===== config.mk =====
export PLATFORM = sky130hd
export DESIGN_NAME = bbx_exec
export DESIGN_NICKNAME = d
export VERILOG_FILES = /design/src/bbx_pkg.sv /design/src/bbx_bit_addr.sv /design/src/bbx_exec.sv
export SDC_FILE = /design/constraint.sdc
export NUM_CORES = 1
export LEC_CHECK = 0
export BUFFER_PORTS_ARGS = -buffer_cell sky130_fd_sc_hd__buf_2
export CORE_ASPECT_RATIO = 0.75
export CORE_UTILIZATION = 56
export DETAILED_ROUTE_END_ITERATION = 8
export PLACE_DENSITY = 0.95
export SETUP_SLACK_MARGIN = 0.15
export SLEW_MARGIN = 10
export SYNTH_ARGS = -nofsm -noshare
export SYNTH_HDL_FRONTEND = slang
export SYNTH_SLANG_ARGS = --single-unit

===== constraint.sdc =====
create_clock -name ref_clk -period 2.7 [get_ports ref_clk]
set_input_delay 0.54 -clock ref_clk [delete_from_list [all_inputs] [get_ports ref_clk]]
set_output_delay 0.54 -clock ref_clk [all_outputs]
set_load 0.01 [all_outputs]

===== src/bbx_pkg.sv =====
// bbx_pkg: shared types and constants of the bit-operation and branch execution unit
// assumes: one core clock, on-chip data memory of 4-bit words, 11-bit program counter
package bbx_pkg;

   localparam int PC_W  = 11;
   localparam int DM_AW = 8;
   localparam int NIB_W = 4;

   // data memory areas reached by the bit-manipulation forms
   localparam logic [3:0] FMEM_PAGE_LO = 4'hB;   // fixed area, low half
   localparam logic [3:0] FMEM_PAGE_HI = 4'hF;   // fixed area, high half
   localparam logic [5:0] PMEM_PAGE    = 6'h3F;  // port area, word picked by L[3:2]
   localparam int         FMEM_SEL_BIT = 4;      // mem field bit choosing the fixed half

   // branch boundary constants
   localparam logic [7:0]      PAGE_TAIL   = 8'hFE;    // opcode at FE/FF lands in next page
   localparam logic [PC_W-1:0] BLOCK_TAIL  = 11'h7FE;  // block jump here leaves the block
   localparam logic [4:0]      REL_BACK    = 5'h0F;    // codes below this go back 15..1
   localparam logic [4:0]      REL_MAX     = 5'h1D;    // highest legal relative code
   localparam logic [PC_W-1:0] REL_FWD_ADJ = 11'h00D;  // code 15 means +2

   typedef enum logic [4:0] {
      other_op,
      bit_force_high_op,
      bit_force_low_op,
      skip_if_bit_high_op,
      skip_if_bit_low_op,
      skip_high_then_zero_op,
      carry_and_bit_op,
      carry_or_bit_op,
      carry_xor_bit_op,
      jump_op,
      long_jump_op,
      rel_jump_op,
      block_jump_op,
      page_jump_via_de_pair,
      page_jump_via_xa_pair,
      full_jump_via_four_regs_d,
      full_jump_via_four_regs_a
   } bbx_op_t;

   typedef enum logic [1:0] {
      am_direct,
      am_fixed,
      am_port,
      am_hplus
   } bbx_amode_t;

   // one decoded instruction as handed over by the fetch stage
   typedef struct packed {
      bbx_op_t         op;
      bbx_amode_t      amode;
      logic [7:0]      mem;      // 8-bit data address, or bit 4 plus low nibble for fixed, low nibble for H+mem
      logic [1:0]      bitn;     // bit number 0-3
      logic [PC_W-1:0] target;   // absolute or block target
      logic [4:0]      rel;      // relative code 0..29
      logic [PC_W-1:0] op_addr;  // address of the first opcode byte
      logic [1:0]      len;      // length in bytes, 1..3
   } bbx_instr_t;

   // general registers read by addressing and indirect branches
   typedef struct packed {
      logic [3:0] x;
      logic [3:0] a;
      logic [3:0] b;
      logic [3:0] c;
      logic [3:0] d;
      logic [3:0] e;
      logic [3:0] h;
      logic [3:0] l;
   } bbx_regs_t;

endpackage


===== src/bbx_bit_addr.sv =====
// bbx_bit_addr: turns an addressing form into a data word address and bit number
// assumes: purely combinational, registers H and L sampled by the caller
`timescale 1ns/1ps
module bbx_bit_addr
   import bbx_pkg::*;
(
   input  wire bbx_amode_t   amode,
   input  wire logic [7:0]   mem,
   input  wire logic [1:0]   bitn,
   input  wire logic [3:0]   h,
   input  wire logic [3:0]   l,
   output logic [DM_AW-1:0]  word_addr,
   output logic [1:0]        bit_sel
);

   // address build for direct, fixed-area, port-area and H+mem forms
   always_comb begin
      word_addr = mem;
      bit_sel   = bitn;
      unique case (amode)
         am_direct: begin
            word_addr = mem;
         end
         am_fixed: begin
            word_addr = {mem[FMEM_SEL_BIT] ? FMEM_PAGE_HI : FMEM_PAGE_LO, mem[3:0]};
         end
         am_port: begin
            word_addr = {PMEM_PAGE, l[3:2]};  // bit number also comes from L
            bit_sel   = l[1:0];
         end
         am_hplus: begin
            word_addr = {h, mem[3:0]};
         end
      endcase
   end

endmodule


===== src/bbx_exec.sv =====
// bbx_exec: executes single-bit data memory operations and program branches
// assumes: fetch stage offers one decoded instruction at a time with valid/ready,
// data memory returns read data in the cycle after dm_rd_en and writes on dm_wr_en
//
// How it works
// RULE_01 - direct bit force-high sets chosen bit of word at 8-bit address
// RULE_02 - direct bit force-low clears chosen bit of word at 8-bit address
// RULE_03 - force ops also take fixed, port and H+mem forms, touching one bit
// RULE_04 - direct skip-if-high skips next instruction when bit reads 1
// RULE_05 - direct skip-if-low skips next instruction when bit reads 0
// RULE_06 - both skip tests also work with the three bit-manipulation forms
// RULE_07 - skip-high-then-zero skips when bit is 1 and writes it to 0
// RULE_08 - carry-and replaces carry with carry AND selected bit
// RULE_09 - carry-or replaces carry with carry OR selected bit
// RULE_10 - carry-xor replaces carry with carry XOR selected bit
// RULE_11 - absolute jumps load all 11 counter bits with the target
// RULE_12 - relative jump reaches -15..-1 and +2..+16, ignoring page and block
// RULE_13 - block jump loads low 11 bits; at 07FE it leaves for next block
// RULE_14 - DE page jump loads counter bits 7-4 from D, 3-0 from E
// RULE_15 - page jump opcode at FE or FF lands in the next page
// RULE_16 - XA page jump loads bits 7-4 from X, 3-0 from A, same page rule
// RULE_17 - B,C,D,E jump builds counter from C, D, E; B must be zero
// RULE_18 - B,C,X,A jump builds counter from C, X, A; B must be zero
// RULE_19 - skipped instruction is consumed with no effect, then execution resumes
`timescale 1ns/1ps
module bbx_exec
   import bbx_pkg::*;
#(
   parameter int CNT_W = PC_W
)
(
   input  wire logic             ref_clk,
   input  wire logic             rst_n,
   input  wire logic             instr_valid,
   input  wire bbx_instr_t       instr,
   input  wire bbx_regs_t        regs,
   output logic                  instr_ready,
   output logic [DM_AW-1:0]      dm_addr,
   output logic                  dm_rd_en,
   input  wire logic [NIB_W-1:0] dm_rd_data,
   output logic                  dm_wr_en,
   output logic [NIB_W-1:0]      dm_wr_data,
   output logic [PC_W-1:0]       pc,
   output logic                  carry_flag,
   output logic                  skip_pending,
   output logic                  retire,
   output logic                  illegal_op,
   output logic                  block_exit
);

   // the register-indirect jumps pack 3+4+4 bits, so the counter must be exactly this wide
   if (CNT_W != PC_W) begin : g_bad_width
      $error("bbx_exec: CNT_W must equal the 11-bit program counter width");
   end

   typedef enum logic [1:0] {
      ST_IDLE,
      ST_READ,
      ST_EXEC
   } bbx_state_t;

   bbx_state_t        state_ff,   nxt_state;
   bbx_instr_t        op_ff,      nxt_op;
   logic [PC_W-1:0]   pc_ff,      nxt_pc;
   logic              carry_ff,   nxt_carry;
   logic              skip_ff,    nxt_skip;
   logic              retire_ff,  nxt_retire;
   logic              illegal_ff, nxt_illegal;
   logic              bexit_ff,   nxt_bexit;
   logic [DM_AW-1:0]  addr_ff,    nxt_addr;
   logic [1:0]        bsel_ff,    nxt_bsel;
   logic              rd_ff,      nxt_rd;
   logic              wr_ff,      nxt_wr;
   logic [NIB_W-1:0]  wdata_ff,   nxt_wdata;

   logic [DM_AW-1:0]  res_addr;
   logic [1:0]        res_bit;
   logic              is_bit_op;
   logic              amode_ok;
   logic              sel_bit;
   logic [PC_W-1:0]   pc_seq;
   logic [PC_W-1:0]   rel_tgt;
   logic [2:0]        page_hi;
   logic              take;

   bbx_bit_addr u_bit_addr (
      .amode     (instr.amode),
      .mem       (instr.mem),
      .bitn      (instr.bitn),
      .h         (regs.h),
      .l         (regs.l),
      .word_addr (res_addr),
      .bit_sel   (res_bit)
   );

   // decode helpers for the instruction on offer
   always_comb begin
      is_bit_op = instr.op inside {bit_force_high_op, bit_force_low_op, skip_if_bit_high_op,
                                   skip_if_bit_low_op, skip_high_then_zero_op, carry_and_bit_op,
                                   carry_or_bit_op, carry_xor_bit_op};
      // direct form exists only for force and plain skip ops
      amode_ok  = (instr.amode != am_direct) ||
                  (instr.op inside {bit_force_high_op, bit_force_low_op,
                                    skip_if_bit_high_op, skip_if_bit_low_op});
      pc_seq    = instr.op_addr + PC_W'(instr.len);
      // relative code 0..14 is -15..-1, code 15..29 is +2..+16
      if (instr.rel < REL_BACK) begin
         rel_tgt = instr.op_addr - PC_W'(REL_BACK) + PC_W'(instr.rel); // RULE_12
      end else begin
         rel_tgt = instr.op_addr + PC_W'(instr.rel) - REL_FWD_ADJ;     // RULE_12
      end
      // page jumps starting on the last two bytes of a page go one page up
      page_hi   = instr.op_addr[PC_W-1:8] + ((instr.op_addr[7:0] >= PAGE_TAIL) ? 3'h1 : 3'h0); // RULE_15
      sel_bit   = dm_rd_data[bsel_ff];
      take      = instr_valid && instr_ready;
   end

   // next-state for the fetch handshake, branches, skip and bit operations
   always_comb begin
      nxt_state   = state_ff;
      nxt_op      = op_ff;
      nxt_pc      = pc_ff;
      nxt_carry   = carry_ff;
      nxt_skip    = skip_ff;
      nxt_retire  = 1'b0;
      nxt_illegal = 1'b0;
      nxt_bexit   = 1'b0;
      nxt_addr    = addr_ff;
      nxt_bsel    = bsel_ff;
      nxt_rd      = 1'b0;
      nxt_wr      = 1'b0;
      nxt_wdata   = wdata_ff;
      unique case (state_ff)
         ST_IDLE: begin
            if (take) begin
               nxt_pc     = pc_seq;
               nxt_retire = 1'b1;
               if (skip_ff) begin
                  nxt_skip = 1'b0;                           // RULE_19
               end else if (is_bit_op) begin
                  if (amode_ok) begin
                     nxt_state  = ST_READ;
                     nxt_op     = instr;
                     nxt_addr   = res_addr;                  // RULE_03
                     nxt_bsel   = res_bit;
                     nxt_rd     = 1'b1;
                     nxt_retire = 1'b0;
                  end else begin
                     nxt_illegal = 1'b1;
                  end
               end else begin
                  unique case (instr.op)
                     jump_op, long_jump_op: begin
                        nxt_pc = instr.target;                // RULE_11
                     end
                     rel_jump_op: begin
                        if (instr.rel <= REL_MAX) begin
                           nxt_pc = rel_tgt;                  // RULE_12
                        end else begin
                           nxt_illegal = 1'b1;
                        end
                     end
                     block_jump_op: begin
                        nxt_pc    = instr.target;             // RULE_13
                        nxt_bexit = (instr.op_addr == BLOCK_TAIL); // RULE_13
                     end
                     page_jump_via_de_pair: begin
                        nxt_pc = {page_hi, regs.d, regs.e};   // RULE_14
                     end
                     page_jump_via_xa_pair: begin
                        nxt_pc = {page_hi, regs.x, regs.a};   // RULE_16
                     end
                     full_jump_via_four_regs_d: begin
                        nxt_pc      = {regs.c[2:0], regs.d, regs.e}; // RULE_17
                        nxt_illegal = (regs.b != 4'h0) || regs.c[3]; // RULE_17
                     end
                     full_jump_via_four_regs_a: begin
                        nxt_pc      = {regs.c[2:0], regs.x, regs.a}; // RULE_18
                        nxt_illegal = (regs.b != 4'h0) || regs.c[3]; // RULE_18
                     end
                     default: begin
                        nxt_pc = pc_seq;                     // other groups only advance
                     end
                  endcase
               end
            end
         end
         ST_READ: begin
            nxt_state = ST_EXEC;                             // memory answers next cycle
         end
         ST_EXEC: begin
            nxt_state  = ST_IDLE;
            nxt_retire = 1'b1;
            nxt_wdata  = dm_rd_data;
            unique case (op_ff.op)
               bit_force_high_op: begin
                  nxt_wr              = 1'b1;
                  nxt_wdata[bsel_ff]  = 1'b1;                // RULE_01
               end
               bit_force_low_op: begin
                  nxt_wr              = 1'b1;
                  nxt_wdata[bsel_ff]  = 1'b0;                // RULE_02
               end
               skip_if_bit_high_op: begin
                  nxt_skip = sel_bit;                        // RULE_04 RULE_06
               end
               skip_if_bit_low_op: begin
                  nxt_skip = !sel_bit;                       // RULE_05 RULE_06
               end
               skip_high_then_zero_op: begin
                  nxt_skip            = sel_bit;             // RULE_07
                  nxt_wr              = 1'b1;
                  nxt_wdata[bsel_ff]  = 1'b0;                // RULE_07
               end
               carry_and_bit_op: begin
                  nxt_carry = carry_ff & sel_bit;            // RULE_08
               end
               carry_or_bit_op: begin
                  nxt_carry = carry_ff | sel_bit;            // RULE_09
               end
               carry_xor_bit_op: begin
                  nxt_carry = carry_ff ^ sel_bit;            // RULE_10
               end
               default: begin
                  nxt_wr = 1'b0;
               end
            endcase
         end
      endcase
   end

   // state registers only
   always_ff @(posedge ref_clk or negedge rst_n) begin
      if (!rst_n) begin
         state_ff   <= ST_IDLE;
         op_ff      <= '0;
         pc_ff      <= '0;
         carry_ff   <= 1'b0;
         skip_ff    <= 1'b0;
         retire_ff  <= 1'b0;
         illegal_ff <= 1'b0;
         bexit_ff   <= 1'b0;
         addr_ff    <= '0;
         bsel_ff    <= '0;
         rd_ff      <= 1'b0;
         wr_ff      <= 1'b0;
         wdata_ff   <= '0;
      end else begin
         state_ff   <= nxt_state;
         op_ff      <= nxt_op;
         pc_ff      <= nxt_pc;
         carry_ff   <= nxt_carry;
         skip_ff    <= nxt_skip;
         retire_ff  <= nxt_retire;
         illegal_ff <= nxt_illegal;
         bexit_ff   <= nxt_bexit;
         addr_ff    <= nxt_addr;
         bsel_ff    <= nxt_bsel;
         rd_ff      <= nxt_rd;
         wr_ff      <= nxt_wr;
         wdata_ff   <= nxt_wdata;
      end
   end

   // ready is held low during the write-back cycle so a following read never sees stale data
   assign instr_ready  = (state_ff == ST_IDLE) && !wr_ff;
   assign dm_addr      = addr_ff;
   assign dm_rd_en     = rd_ff;
   assign dm_wr_en     = wr_ff;
   assign dm_wr_data   = wdata_ff;
   assign pc           = pc_ff;
   assign carry_flag   = carry_ff;
   assign skip_pending = skip_ff;
   assign retire       = retire_ff;
   assign illegal_op   = illegal_ff;
   assign block_exit   = bexit_ff;

   // only the selected bit may change in a write-back
   logic [NIB_W-1:0] other_mask;
   assign other_mask = ~(NIB_W'(1) << bsel_ff);
endmodule


==> flow_summary.toml <==
[run_status]
status = "completed"

[place]
post-place-cells = 594
dpl-instance-area_sq_um = 4190
portBuffers = 115
hpwl_mm = 8.28
gp_congestion = 0.902

[clocking]
ctsHoldBuffers = 0
post_cts_buffers = 0
clkTransAtPathRegs_ns = 0.10
numCtsBuffers = 5
clk_latency_ns = 0.31
htreeDepth = 2
cts_tree = "yes"
clock-root-buffer = "clkbuf_8"
cts_sinks = 39
cts-resized-gates = 0
cts_buffer_depth = 2

[synthesis]
synth_top_family_by_area = "compound AO/OA/AOI/OAI gates"
synth_edf_count = 0
synthXorXnorAreaFrac = 0.0554
synth.distinct_cells = 74
synth_fp_nets = 516
ys_warn_count = 0
synth_area_leaders = "dfrtp_1, ha_1, nand2_1, xnor2_1, o21ai_1"
syn_inst = 399
synth_mux_area_frac = 0.0421
yosys.area.top_type = "dfrtp_1"
synth-simple-area-share = 0.200
synth_top_area_share = 0.281
ys.flop_type = "dfrtp_1"
synth-adder-area-share = 0.120
syn_area_sq_um = 3480
async_flop_share = 1.00
postSynthAreaPerCell_sq_um = 8.71
seq_area_frac_synth = 0.281
ys_seq_elements = 39
synth_compound_area_frac = 0.242

[timing]
rsz0062_at_grt = "no"
fin_tns_setup_ns = 0
timing_hold_violations_final = 0
tightest_slew_ns = 0.953
maxSlewViolCount = 0
fin_skew_ns = 0.0128
relSlewSlack = 0.364
setup_viol = 0
fmax_ghz = 0.408
fin_crit_sh = 0.907
fin_crit_ns = 2.45

[worst_setup_path]
r2r_end = "pc[7]"
crit_type = "input port to flop"
arrival_ns = 2.66
crit_fanout = 4
crit_path_end_kind = "flop"
r2r-start = "state_ff[0]"
cp.required_ns = 2.91
r2r_cells = 8
start_kind = "input port"
reg2reg_slack_ns = 0.42

[grt]
track_usage = 0.332
antenna_found_initial = 0
grt_overflow = 0
grt_pass1_vias = 3538
use_met2 = 0.525
grt_pass1_wl_mm = 16.9
gr-usage-met1 = 0.459
top_usage_layer = "met2"
use_met3 = 0.0556
grt_max_degree = 40

[cells_and_area]
diodes = 0
multiInputGateArea_sq_um = 2300
fillers = 470
final_cells = 602
area_delta_synth_final_pct = 23.9
register_area_sq_um = 976
stdcell_area_sq_um = 4310
fin_util = 0.732
num-nets-final = 640
final_layout_size_suffix_gt1_frac = 0.309

[pwr]
power_mw = 3.13
power_density_nw_per_um2 = 726
ir_worst_vdd_uv = 516
p_leak_nw = 2.07

[floorplan]
dieArea_sq_um = 6530
core_sq_um = 5890
num_rows = 24
boundaryPins = 116
die_x_um = 93.0
die_h_um = 70.2
initial_core_util = 0.591

[run]
maxCapViolations = 0

[detailed_routing]
finalWirelength_mm = 10.7
firstDrtPassIters = 5
drc = 0
drt.antenna.violating_nets = 0
wl_per_cell_um = 17.7
viasPerCell = 6.13
drt_iter0_drc = 296
vias = 3692

[hold_path]
worstHoldPathType = "input port to asynchronous set/reset pin"
registers in the layout, summed over array words and instances (netlist names):
name / flops
dm_rd_en: 1
pc: 11
illegal_op: 1
state_ff: 2
block_exit: 1
dm_wr_data: 4
carry_flag: 1
op_ff: 5
retire: 1
skip_pending: 1
dm_wr_en: 1
bsel_ff: 2
dm_addr: 8
layout by cell type, fill, tap and decap left out, types with 10 or more instances in the layout:
cell / count
dfrtp_1: 39
buf_2: 115
a21oi_1: 15
o21ai_0: 13
nor2_1: 25
inv_1: 27
o21ai_1: 21
xnor2_1: 16
ha_1: 31
buf_4: 19
nor2b_1: 10
nand2_1: 41
kinds of logic (layout without fill, tap and decap cells):
family          count (synthesis)  count (layout)
fa+ha+maj                      33              33
buf+inv                        45             170
mux                            12              12
xor+xnor                       22              22
flops                          39              39
simple gates                  132             132
compound gates                116             116
power by group:
group          switching [mW]  internal (mW)
Sequential              0.218          0.835
Combinational           0.858          0.696
Clock                   0.246          0.276
per-layer routing:
metal / up-vias / share of wire
met4: 0 / 0.023
met1: 1737 / 0.43
li1: 1708 / -
met3: 34 / 0.094
met2: 213 / 0.46
met5: - / 0
worst max path at each step:
| stage | startpoint | depth (start not counted) | end |
|---|---|---|---|
| 6_report | instr[15] | 9 | pc[9] |
| 5_1_grt | instr[15] | 9 | pc[9] |
| 4_1_cts | instr[15] | 9 | pc[9] |
| 3_5_place_dp | instr[3] | 10 | pc[9] |
| 3_3_place_gp | instr[3] | 12 | pc[8] |
| 2_1_floorplan | instr[3] | 10 | pc[8] |
cells in the mapped netlist, types with 7 or more instances:
library cell / instances
a21oi_1: 15
dfrtp_1: 39
ha_1: 31
inv_1: 27
nand2_1: 41
nand3_1: 7
nor2_1: 25
nor2b_1: 10
o21a_1: 7
o21ai_0: 13
o21ai_1: 21
xnor2_1: 16
stage by stage:
step           worst slack [ns]  hold slack, ns
2_1_floorplan             0.229           0.244
3_3_place_gp             0.0432           0.456
5_1_grt                   0.147           0.433
4_1_cts                   0.261           0.397
3_5_place_dp            -0.0344           0.471
6_report                  0.250           0.371
worst max-delay path, cell delays in order:
cell      delay [ns]
buf_2           0.13
ha_1            0.34
xor2_1          0.18
ha_1            0.19
a211oi_1        0.41
o31ai_2         0.16
a41oi_1         0.30
xnor2_1         0.12
o41ai_2         0.27
layout make-up:
type,instances,area share
Timing Repair Buffer,134,0.167
Clock buffer,5,0.0160
Tap cell,78,0.0227
Inverter,28,0.0244
Clock inverter,3,0.0102
Sequential cell,39,0.227
Multi-Input combinational cell,315,0.533
No activity file was read; power rests on OpenSTA's default activity.
